<file path="config.mk">
export PLATFORM = sky130hd
export DESIGN_NAME = gsp_shifter
export DESIGN_NICKNAME = d
export VERILOG_FILES = /design/src/logic/gsp_pkg.sv /design/src/logic/gsp_buf_if.sv /design/src/logic/gsp_word_buf.sv /design/src/logic/gsp_shifter.sv
export SDC_FILE = /design/constraint.sdc
export NUM_CORES = 1
export LEC_CHECK = 0
export BUFFER_PORTS_ARGS = -buffer_cell sky130_fd_sc_hd__buf_4
export CAP_MARGIN = 10
export CORE_MARGIN = 4
export CORE_UTILIZATION = 43
export CTS_CLUSTER_SIZE = 16
export DETAILED_ROUTE_END_ITERATION = 10
export GPL_TIMING_DRIVEN = 0
export PLACE_DENSITY_LB_ADDON = 0.3
export SYNTH_ARGS = -nofsm -noshare
export SYNTH_HDL_FRONTEND = slang
export SYNTH_SLANG_ARGS = --single-unit
export TNS_END_PERCENT = 100
</file>
<file path="constraint.sdc">
create_clock -name clk -period 1.95 [get_ports clk]
set_input_delay 0.39 -clock clk [delete_from_list [all_inputs] [get_ports clk]]
set_output_delay 0.39 -clock clk [all_outputs]
set_load 0.01 [all_outputs]
</file>
<file path="src/logic/gsp_pkg.sv">
// constants for the gated serial-in parallel-out shifter
// assumes a single clock and an active-low asynchronous clear
package gsp_pkg;
   // ************************************
   // widths and counts
   // ************************************
   localparam int STAGES = 8;
   localparam int CNT_W = 3;
   localparam int BUF_DEPTH = 2;
   typedef logic [STAGES-1:0] gsp_word_t;
   typedef logic [CNT_W-1:0] gsp_cnt_t;
   // ************************************
   // reset and terminal values
   // ************************************
   localparam gsp_word_t STAGE_RESET = 8'h00;
   localparam gsp_cnt_t CNT_RESET = 3'h0;
   localparam gsp_cnt_t CNT_LAST = 3'h7;
endpackage : gsp_pkg

</file>
<file path="src/logic/gsp_buf_if.sv">
// carrier between the shifter and its two-entry word buffer
// assumes both ends share clk and rst_n
`timescale 1ns/1ps
interface gsp_buf_if;
   logic push_valid;
   logic push_ready;
   gsp_pkg::gsp_word_t push_data;
   logic pop_valid;
   logic pop_ready;
   gsp_pkg::gsp_word_t pop_data;
   modport fill (output push_valid, output push_data, input push_ready,
                 input pop_valid, input pop_data, output pop_ready);
   modport store (input push_valid, input push_data, output push_ready,
                  output pop_valid, output pop_data, input pop_ready);
endinterface : gsp_buf_if

</file>
<file path="src/logic/gsp_word_buf.sv">
// two-entry word buffer, head entry always in slot 0
// assumes push and pop from the same clock domain
`timescale 1ns/1ps
module gsp_word_buf (
   input wire logic clk,
   input wire logic rst_n,
   gsp_buf_if.store bus
);
   gsp_pkg::gsp_word_t slot0;
   gsp_pkg::gsp_word_t slot1;
   logic full0;
   logic full1;
   logic room;
   wire pop = full0 && bus.pop_ready;
   wire push = bus.push_valid && !full1;
   wire next_full0 = push || full1 || (full0 && !pop);
   wire next_full1 = (full1 && !pop) || (push && full0 && !pop);
   // ************************************
   // outputs straight from slot and room flops
   // ************************************
   assign bus.pop_valid = full0;
   assign bus.pop_data = slot0;
   assign bus.push_ready = room;
   // slot valids move on push and pop; room is a flop of its own
   always_ff @(posedge clk or negedge rst_n) begin
      if (!rst_n) begin
         full0 <= 1'b0;
         full1 <= 1'b0;
         room <= 1'b1;
      end else begin
         full0 <= next_full0;
         full1 <= next_full1;
         room <= !next_full1;
      end
   end
   // slot data: head refills from slot1 or the new word
   always_ff @(posedge clk or negedge rst_n) begin
      if (!rst_n) begin
         slot0 <= gsp_pkg::STAGE_RESET;
         slot1 <= gsp_pkg::STAGE_RESET;
      end else begin
         if (pop || !full0) begin
            slot0 <= full1 ? slot1 : bus.push_data;
         end
         if (push && (full1 || (full0 && !pop))) begin
            slot1 <= bus.push_data;
         end
      end
   end
endmodule : gsp_word_buf

</file>
<file path="src/logic/gsp_shifter.sv">
// eight-stage gated serial-in parallel-out shift register with word buffer
// assumes serial inputs synchronous to clk; clear is rst_n, asynchronous
//
// Operation
// - Eight chained stages each show their content on a parallel output at all times.
// - A low on either serial input loads a low into the first stage at the clock edge.
// - With one serial input high the other alone sets the entering bit, their AND.
// - Apart from the clear, stages change only on the rising clock edge.
// - The active-low clear forces all stages low at once, regardless of clock and data.
// - Without clear and without a rising edge every stage holds its level.
// - Each rising edge moves every stage one place, stage n taking stage n-1.
`timescale 1ns/1ps
module gsp_shifter (
   input wire logic clk,
   input wire logic rst_n,
   input wire logic serial_a,
   input wire logic serial_b,
   output logic [7:0] stage_q,
   output logic first_stage_output,
   output logic last_stage_output,
   output logic word_ready,
   output logic word_valid,
   output logic [7:0] word_data,
   input wire logic word_take,
   output logic word_lost
);
   // ************************************
   // declarations
   // ************************************

   // one flop per stage, index 0 is the first stage
   logic chain [gsp_pkg::STAGES];

   // the chain packed into a word, bit 0 first
   wire gsp_pkg::gsp_word_t stage;

   // level each stage takes at the coming rising edge
   wire gsp_pkg::gsp_word_t next_stage;

   // bits shifted since clear, modulo one word
   gsp_pkg::gsp_cnt_t bit_cnt;

   // counter value after the coming rising edge
   wire gsp_pkg::gsp_cnt_t next_bit_cnt;

   // gated pair, the bit that enters the first stage
   wire entry_bit;

   // high on the edge that completes a word
   wire word_done;

   // high when a completed word finds no room
   wire word_drop;

   // drop flag after the coming edge
   wire next_word_lost;

   // carrier to the two-entry word buffer
   gsp_buf_if buf_bus ();

   // ************************************
   // decoding helpers
   // ************************************

   // entering bit: a low on either input wins
   function automatic logic gsp_gate(input logic in_a, input logic in_b);
      gsp_gate = in_a & in_b;
   endfunction : gsp_gate

   // true on the count that closes a word
   function automatic logic gsp_is_last(input gsp_pkg::gsp_cnt_t cnt);
      gsp_is_last = (cnt == gsp_pkg::CNT_LAST);
   endfunction : gsp_is_last

   // last stage of a packed word
   function automatic logic gsp_tail(input gsp_pkg::gsp_word_t word);
      gsp_tail = word[gsp_pkg::STAGES-1];
   endfunction : gsp_tail

   // ************************************
   // entry gating
   // ************************************

   // a low on either serial input loads a low
   assign entry_bit = gsp_gate(serial_a, serial_b);

   // the first stage takes the gated bit
   assign next_stage[0] = entry_bit;

   // ************************************
   // chain wiring
   // ************************************

   // every later stage takes the stage before it
   generate
      for (genvar i = 1; i < gsp_pkg::STAGES; i++) begin : g_link
         assign next_stage[i] = chain[i-1];
      end
   endgenerate

   // packed view of the chain
   generate
      for (genvar j = 0; j < gsp_pkg::STAGES; j++) begin : g_pack
         assign stage[j] = chain[j];
      end
   endgenerate

   // ************************************
   // stage flops
   // ************************************

   // each stage clears at once, otherwise moves only on a rising edge
   generate
      for (genvar k = 0; k < gsp_pkg::STAGES; k++) begin : g_stage
         always_ff @(posedge clk or negedge rst_n) begin
            if (!rst_n) begin
               chain[k] <= gsp_pkg::STAGE_RESET[k];
            end else begin
               chain[k] <= next_stage[k];
            end
         end
      end
   endgenerate

   // ************************************
   // parallel outputs
   // ************************************

   // output flops mirror the stages, no load or enable path
   always_ff @(posedge clk or negedge rst_n) begin
      if (!rst_n) begin
         stage_q <= gsp_pkg::STAGE_RESET;
      end else begin
         stage_q <= next_stage;
      end
   end

   // first stage on its own pin
   always_ff @(posedge clk or negedge rst_n) begin
      if (!rst_n) begin
         first_stage_output <= gsp_pkg::STAGE_RESET[0];
      end else begin
         first_stage_output <= next_stage[0];
      end
   end

   // last stage on its own pin
   always_ff @(posedge clk or negedge rst_n) begin
      if (!rst_n) begin
         last_stage_output <= gsp_pkg::STAGE_RESET[gsp_pkg::STAGES-1];
      end else begin
         last_stage_output <= gsp_tail(next_stage);
      end
   end

   // ************************************
   // word framing
   // ************************************

   // counter wraps every eight shifts
   assign next_bit_cnt = gsp_pkg::gsp_cnt_t'(bit_cnt + 3'h1);

   // a word closes on the eighth shift
   assign word_done = gsp_is_last(bit_cnt);

   // bit counter, never stalls
   always_ff @(posedge clk or negedge rst_n) begin
      if (!rst_n) begin
         bit_cnt <= gsp_pkg::CNT_RESET;
      end else begin
         bit_cnt <= next_bit_cnt;
      end
   end

   // ************************************
   // word buffer
   // ************************************

   // completed word offered with the shift that closes it
   assign buf_bus.push_valid = word_done;

   // the word as it stands after that shift
   assign buf_bus.push_data = next_stage;

   // consumer strobe pops the head word
   assign buf_bus.pop_ready = word_take;

   // two slots so a stalled consumer loses no word until a third closes
   gsp_word_buf u_buf (
      .clk(clk),
      .rst_n(rst_n),
      .bus(buf_bus.store)
   );

   // head valid, straight from the buffer flop
   assign word_valid = buf_bus.pop_valid;

   // head word, straight from slot 0
   assign word_data = buf_bus.pop_data;

   // room flag, straight from the buffer flop
   assign word_ready = buf_bus.push_ready;

   // ************************************
   // lost word flag
   // ************************************

   // a closing word with no room is dropped
   assign word_drop = word_done && !buf_bus.push_ready;

   // flag only sets; clear is its sole release
   assign next_word_lost = word_lost || word_drop;

   // sticky drop flag
   always_ff @(posedge clk or negedge rst_n) begin
      if (!rst_n) begin
         word_lost <= 1'b0;
      end else begin
         word_lost <= next_word_lost;
      end
   end
endmodule : gsp_shifter

</file>
Word level (Yosys, flattened, before mapping) --
Cells that the tools add are included.
Storage, ports and cells: bits in registers 39, output and inout port bits 21, word-level logic and storage cells 39
Cells by class: bitwise logic cells 1, reductions and logical operators 19, mux-type cells 1, eq/ne operators 1, add/subtract/negate cells 1
Operators by type and width (number):
- $logic_and 1x1->1 | 8
- $mux 8 | 1
- $logic_or 1x1->1 | 6
- $logic_not 1->1 | 5
- $add 3x1->3 const B | 1
- $eq 3x3->1 const B | 1
- $and 1x1->1 | 1

Logic depth before layout (Yosys ltp) --
Gate-level depths: netlist (run 1).
depth in word-level cells 6, mapped depth 5

By module --
A second synthesis (run 1) with hierarchy kept.
Second synthesis, totals: cell total of the unflattened synthesis 73, area, all modules 1243.7 sq um
By module, submodules not included:
- gsp_word_buf | area an instance 882.1 sq um, instances 1, cells an instance 53
- gsp_shifter | area an instance 361.6 sq um, instances 1, cells an instance 20

Worst setup path after synthesis (run 1) --
OpenSTA, ideal clock, no wires.
path kind reg-to-reg, start reg bit_cnt[0], end reg u_buf.slot1[0], data required time 1.825 ns, setup slack 0.440 ns, path buffers 1, arrival time 1.385 ns, stages on the path, launching flop included 6, setup time 0.125 ns, cell sequence dfrtp_1 ha_1 ha_1 and4bb_1 buf_6 mux2_4
On the way: word-level cells in the longest chain between the ends 3
RTL lines:
- from (decl) | line gsp_shifter.sv:41 | gsp_pkg::gsp_cnt_t bit_cnt;
- from (signal assigned) | line gsp_shifter.sv:169 | bit_cnt <= gsp_pkg::CNT_RESET;
- from (signal assigned) | line gsp_shifter.sv:171 | bit_cnt <= next_bit_cnt;
- $eq 3x3->1 | line gsp_shifter.sv:72 | gsp_is_last = (cnt == gsp_pkg::CNT_LAST);
- $logic_and 1x1->1 | line gsp_word_buf.sv:15 | wire push = bus.push_valid && !full1;
- $logic_and 1x1->1 | line gsp_word_buf.sv:45 | if (push && (full1 || (full0 && !pop))) begin
- to (signal assigned) | line gsp_word_buf.sv:40 | slot1 <= gsp_pkg::STAGE_RESET;
- to (signal assigned) | line gsp_word_buf.sv:46 | slot1 <= bus.push_data;
- to (decl) | line gsp_word_buf.sv:10 | gsp_pkg::gsp_word_t slot1;
Every way passes these cells. A chain may end at the register's enable or synchronous reset.

Worst setup path after layout (run 1) --
Same ends and word-level chain as after synthesis.

==> reports/qor.txt, run 1 <==
RSZ-0062 raised after global routing: no
# rows: 19
largest net degree at the start of global routing: 32
Gate Count Post-Synth: 75
setup TNS: 0 ns
max-slew violation count: 0
Initial Utilization: 0.444
most frequent cells in the layout: 30 x dfrtp_1, 27 x buf_4, 14 x mux2_2, 8 x mux2_4, 5 x clkbuf_4
# clock sinks: 31
Final Hold Viols: 0
Via density: 4.88
relative slew slack: 0.747
Critical Path AT: 1.80 ns
Max clock buf depth: 2
# diodes: 0
Hold Path Class: in -> reg
outcome: completed
Final Core Density: 0.562
root buf cell: clkbuf_4
#FFs+latches synth: 31
Clk pin slew, worst setup/hold paths: 0.09 ns
DRC: 0
synth unique cells: 20
GRT Util Overall: 0.124
Leakage: 0.800 nW
syn nets: 82
crit path launch type: register
share of the yosys chip area belonging to registers: 0.640
area of the multi-input gates: 387 um^2
Die ar.: 3740 um^2
Syn Area/Cell: 16.2 um^2
WHS Path Cells: 2
CP max FO: 8
cell area power density: 940 nW/um^2
Die Span Y: 61.1 um
Max-Cap Viols: 0
via count: 683
routability cong.: 0.736
mapped cell area: 1210 um^2
DRT Wirelength: 1.89 mm
Tmin final: 1.60 ns
initial antenna violation count: 0
CP Capture Type: register
Num CTS Buffers: 5
DRT Pass-1 Iters: 4
DPL Wire Length: 1.31 mm
final setup violation count: 0
register area: 777 um^2
vias in the first global route: 693
IO Count: 26
Worst VDD drop: 682 uV
share of cells above drive strength 1: 0.569
Filler Cell Count: 222
worst slew pin tran: 0.379 ns
drt first-iter violations: 17
Worst Skew: 0.0127 ns
IO buf count: 25
fin crit share: 0.818
WP data required: 2.16 ns
FF-to-FF path depth: 5
CTS tree: yes
WL/cell: 13.5 um
final-stage net count: 115
core area: 2730 um^2
Layout area overhead: 26.6%
Ys Warns: 0
Die X: 61.1 um
total gr overflow: 0
htree depth: 2
first-pass GRT wire length: 3.15 mm
FMAX: 627 MHz
post-route ant nets: 0
Setup Crit Path Kind: reg -> reg
most common cell after layout, fill and taps aside: dfrtp_1
later-pin clock latency in the skew report: 0.33 ns
what timing repair did:
action	CTS	global route
buffers inserted	0	0
endpoints found under the hold margin	30	0
hold buffers	1	0
gates resized for setup	0	0
per-layer routing:
metal / track usage / up-vias / wire (um)
li1: - / 323 / -
met1: 0.137 / 337 / 829
met2: 0.190 / 21 / 912
met3: 0.0692 / 2 / 119
met4: 0.0650 / 0 / 26
met5: 0 / - / 0
cell type report:
type                    instances  share of cell area
multi-input cells              37               0.252
well taps                      31              0.0252
flip-flops and latches         31               0.506
clock inverters                 2              0.0228
clock buffers                   6              0.0334
repair buffers                 26               0.129
plain buffers                   5              0.0277
inverters                       2             0.00489
final timing paths:
kind	from	end	slack, ns
hold reg to reg	bit_cnt[0]	bit_cnt[0]	0.42
setup reg to reg	bit_cnt[0]	u_buf.slot1[0]	0.35
hold / removal	word_take	u_buf.full1	0.26
setup / recovery	bit_cnt[0]	u_buf.slot1[0]	0.35
min in group asynchronous	rst_n	stage_q[6]	0.51
max in group asynchronous	rst_n	u_buf.bus.push_ready	1.11
state kept, by name, summed over array words and instances, names as in the netlist:
signal and count:
last_stage_output 1, u_buf.bus.pop_valid 1, u_buf.bus.pop_data 8, u_buf.slot1 8, u_buf.full1 1, bit_cnt 3
word_lost 1, stage_q 7, u_buf.bus.push_ready 1
power by group:
| group | switching [mW] | total [mW] | leakage, nW | internal, mW |
|---|---|---|---|---|
| clock network | 0.215 | 0.518 | 0.0482 | 0.303 |
| logic | 0.0757 | 0.193 | 0.349 | 0.117 |
| registers | 0.0351 | 0.733 | 0.403 | 0.698 |
cell usage after synthesis, drive strengths merged:
library cell,number,area (um^2)
buf,5,42.5
mux2,22,278
a21o,2,16.3
inv,2,7.51
ha,2,25.0
nand3b,1,7.51
nor2,1,3.75
and2,1,6.26
nand2b,1,6.26
dfstp,1,26.3
a31oi,1,6.26
dfrtp,30,751
a21oi,2,10.0
nor3b,1,7.51
nand2,2,7.51
and4bb,1,12.5
stage by stage:
step                hold slack [ns]  cell area [um^2]  instances  power (mW)  setup WS [ns]
global placement              0.339              1440        131       0.937          0.374
finish                        0.262              1540        140        1.44          0.354
global route                  0.243              1540        140        1.53          0.283
floorplan                    0.0944              1210         75       0.843          0.440
detailed placement            0.343              1440        131       0.943          0.355
CTS                           0.245              1540        140        1.47          0.345
cells by family (layout without fill, tap and decap cells):
group,Yosys count,count (layout),synth area share
compound gates,5,5,0.0268
flops,31,31,0.640
mux,22,22,0.229
buf+inv,7,41,0.0412
simple gates,8,8,0.0423
fa+ha+maj,2,2,0.0206
worst max-delay path, cell delays in order, from the launching register on:
cell and delay [ns]:
dfrtp_1 0.39, ha_1 0.20, ha_1 0.23, and4bb_1 0.22, buf_6 0.15, mux2_4 0.30
(Power assumes the default switching activity.)
==> inputs of run 2 (changes only) <==
--- a/config.mk
+++ b/config.mk
@@ -5,6 +5,7 @@
 export SDC_FILE = /design/constraint.sdc
 export NUM_CORES = 1
 export LEC_CHECK = 0
+export ABC_AREA = 1
 export BUFFER_PORTS_ARGS = -buffer_cell sky130_fd_sc_hd__buf_4
 export CAP_MARGIN = 10
 export CORE_MARGIN = 4
==> constraint.sdc (replaced) <==
create_clock -name clk -period 1.5 [get_ports clk]
set_input_delay 0.3 -clock clk [delete_from_list [all_inputs] [get_ports clk]]
set_output_delay 0.3 -clock clk [all_outputs]
set_load 0.01 [all_outputs]
==> reports/qor.txt, run 2 <==
CTS tree: yes (unchanged)
via count: 926 (was 683)
Commonest cells post-synth: 45 x nand2_1, 30 x dfrtp_1, 17 x nand3_1 (was 30 x dfrtp_1, 14 x mux2_2, 8 x mux2_4)
Syn Area/Cell: 9.83 um^2 (was 16.2 um^2)
Die X: 61.9 um (was 61.1 um)
most common cell after layout, fill and taps aside: nand2_1 (was dfrtp_1)
post-route total power: 1.60 mW (was 1.44 mW)
area share of the largest cell type after synthesis: 0.601 (was 0.619)
top sig layer: met4 (unchanged)
Final Core Density: 0.564 (was 0.562)
largest net degree at the start of global routing: 32 (unchanged)
Via density: 4.82 (was 4.88)
fin crit share: 0.894
syn nets: 134 (was 82)
post-route ant nets: 0 (unchanged)
Die Span Y: 61.9 um (was 61.1 um)
DRT Pass-1 Iters: 5 (was 4)
synth unique cells: 14 (was 20)
Routed met2 length: 1.07 mm (was 912 um)
cell area power density: 1030 nW/um^2 (was 940 nW/um^2)
outcome: completed (unchanged)
DRC: 0 (unchanged)
met1 wire length: 1.06 mm (was 829 um)
cell with the most instances after synthesis: nand2_1 (was dfrtp_1)
# rows: 19 (unchanged)
core area: 2760 um^2 (was 2730 um^2)
DRT Wirelength: 2.35 mm (was 1.89 mm)
relative slew slack: 0.745 (was 0.747)
WL met3: 144 um (was 119 um)
final setup violation count: 0 (unchanged)
Max-Cap Viols: 0 (unchanged)
final-stage net count: 167 (was 115)
Layout area overhead: 24.4% (was 26.6%)
CP Buf/Inv Count: 2 (was 1)
Num CTS Buffers: 5 (unchanged)
Synth area leader: dfrtp_1 (unchanged)
GRT Util Overall: 0.149 (was 0.124)
Critical Path AT: 1.04 ns (was 1.80 ns)
Die ar.: 3830 um^2 (was 3740 um^2)
Gate Count Post-Synth: 127 (was 75)
initial antenna violation count: 0 (unchanged)
Worst VDD drop: 750 uV (was 682 uV)
Worst Skew: 0.00397 ns (was 0.0127 ns)
vias in the first global route: 887 (was 693)
critical path, cell by cell: buf_4 > buf_4 (was ha_1 > ha_1 > and4bb_1 > buf_6 > mux2_4)
CP Capture Type: output pin (was register)
#FFs+latches synth: 31 (unchanged)
Setup Crit Path Kind: reg -> out (was reg -> reg)
DPL Wire Length: 1.54 mm (was 1.31 mm)
hold_ws: 0.189 ns (was 0.262 ns)
Crit path largest cell delay: 0.43 ns (was 0.39 ns)
most frequent cells in the layout: 45 x nand2_1, 30 x dfrtp_1, 29 x buf_4, 17 x nand3_1, 12 x inv_1 (was 30 x dfrtp_1, 27 x buf_4, 14 x mux2_2, 8 x mux2_4, 5 x clkbuf_4)
RSZ-0062 raised after global routing: no (unchanged)
worst slew pin tran: 0.382 ns (was 0.379 ns)
routability cong.: 0.726 (was 0.736)
Hold Path Class: in -> reg (unchanged)
synth top area cells: dfrtp_1 60%, nand2_1 14%, nand3_1 6.8% (was dfrtp_1 62%, mux2_2 13%, mux2_4 9.9%)
CP max FO: 5 (was 8)
Synth async-reset ratio: 1.00 (unchanged)
Tmin final: 1.34 ns
Ys Warns: 0 (unchanged)
share of cells above drive strength 1: 0.323 (was 0.569)
Clk pin slew, worst setup/hold paths: 0.10 ns (was 0.09 ns)
Max clock buf depth: 2 (unchanged)
Final Hold Viols: 0 (unchanged)
slowest stage cell, crit path: dfrtp_1 (unchanged)
setup TNS: 0 ns (unchanged)
WL/cell: 12.2 um (was 13.5 um)
FMAX: 745 MHz
WP data required: 1.20 ns (was 2.16 ns)
CP top delay family: flip-flops (was adder cells)
# diodes: 0 (unchanged)
first-pass GRT wire length: 3.96 mm (was 3.15 mm)
later-pin clock latency in the skew report: 0.34 ns (was 0.33 ns)
ys flop type: dfrtp_1 (unchanged)
htree depth: 2 (unchanged)
IO buf count: 25 (unchanged)
total gr overflow: 0 (unchanged)
Leakage: 0.858 nW (was 0.800 nW)
share of the yosys chip area belonging to registers: 0.622 (was 0.640)
root buf cell: clkbuf_4 (unchanged)
Initial Utilization: 0.453 (was 0.444)
most frequent CP cell: buf_4 (was ha_1)
# clock sinks: 31 (unchanged)
crit path launch type: register (unchanged)
max-slew violation count: 0 (unchanged)
IO Count: 26 (unchanged)
mapped cell area: 1250 um^2 (was 1210 um^2)
Post-synth EDFFs: 0 (unchanged)
drt first-iter violations: 39 (was 17)
==> run 2: cell count changes after synthesis, sizes merged, moves of 2 or more <==
cell   change
nand2     +45
nand3     +17
inv       +13
or2        +7
a21oi      -2
a21o       -2
mux2      -22
==> run 2: cell type report <==
cell class	instances	area, um^2
buffer	5	41.3
sequential	31	777
inverter	15	56.3
multi-input combinational	76	374
tap	31	38.8
fill	254	1200
timing repair buffer	26	198
clock buffer	8	68.8
==> run 2: worst register-to-register path, cell delays in order, from the launching register on <==
cell,delay (ns)
dfrtp_1,0.40
ha_1,0.20
ha_1,0.18
inv_2,0.11
nor2_8,0.06
nand2_2,0.16
nand2_2,0.08
==> run 2: cell families (layout without fill, tap and decap cells) <==
group	count (synthesis)	in the layout	share of synthesized area
flops	31	31	0.622
simple gates	73	73	0.274
buf+inv	20	54	0.0782
compound gates	1	1	0.00601
fa+ha+maj	2	2	0.0200
==> run 2: final timing paths <==
check	start	end	slack, ns	cells past startpoint
max	stage_q[0]	stage_q[0]	0.16	2
min	serial_b	stage_q[0]	0.19	3
max reg2reg	bit_cnt[0]	u_buf.full1	0.18	6
min reg2reg	stage_q[4]	stage_q[5]	0.44	0
max in group asynchronous	rst_n	u_buf.bus.push_ready	0.76	2
min in group asynchronous	rst_n	word_lost	0.42	2
==> run 2: layer usage <==
layer	up-vias	track usage
li1	453	-
met1	438	0.173
met2	27	0.233
met3	8	0.0517
met4	0	0.100
met5	-	0
==> run 2: per-stage QoR <==
stage / area [um^2] / worst slack, ns / std cells
3_5_place_dp: 1480 / 0.120 / 183
3_3_place_gp: 1480 / 0.135 / 183
4_1_cts: 1550 / 0.0980 / 192
2_1_floorplan: 1250 / 0.251 / 127
5_1_grt: 1550 / 0.0519 / 192
6_report: 1550 / 0.159 / 192
==> run 2: what timing repair did <==
| item | CTS | global route |
|---|---|---|
| hold buffers | 1 | 0 |
| setup buffers | 0 | 0 |
| endpoints found under the setup margin | 0 | 2 |
| endpoints found under the hold margin | 30 | 0 |
| gates resized for setup | 0 | 1 |
==> run 2: where the power goes <==
part,switching [mW],internal [mW],leakage (nW)
Clock,0.286,0.275,0.0386
Combinational,0.0769,0.0718,0.413
Sequential,0.0227,0.867,0.406
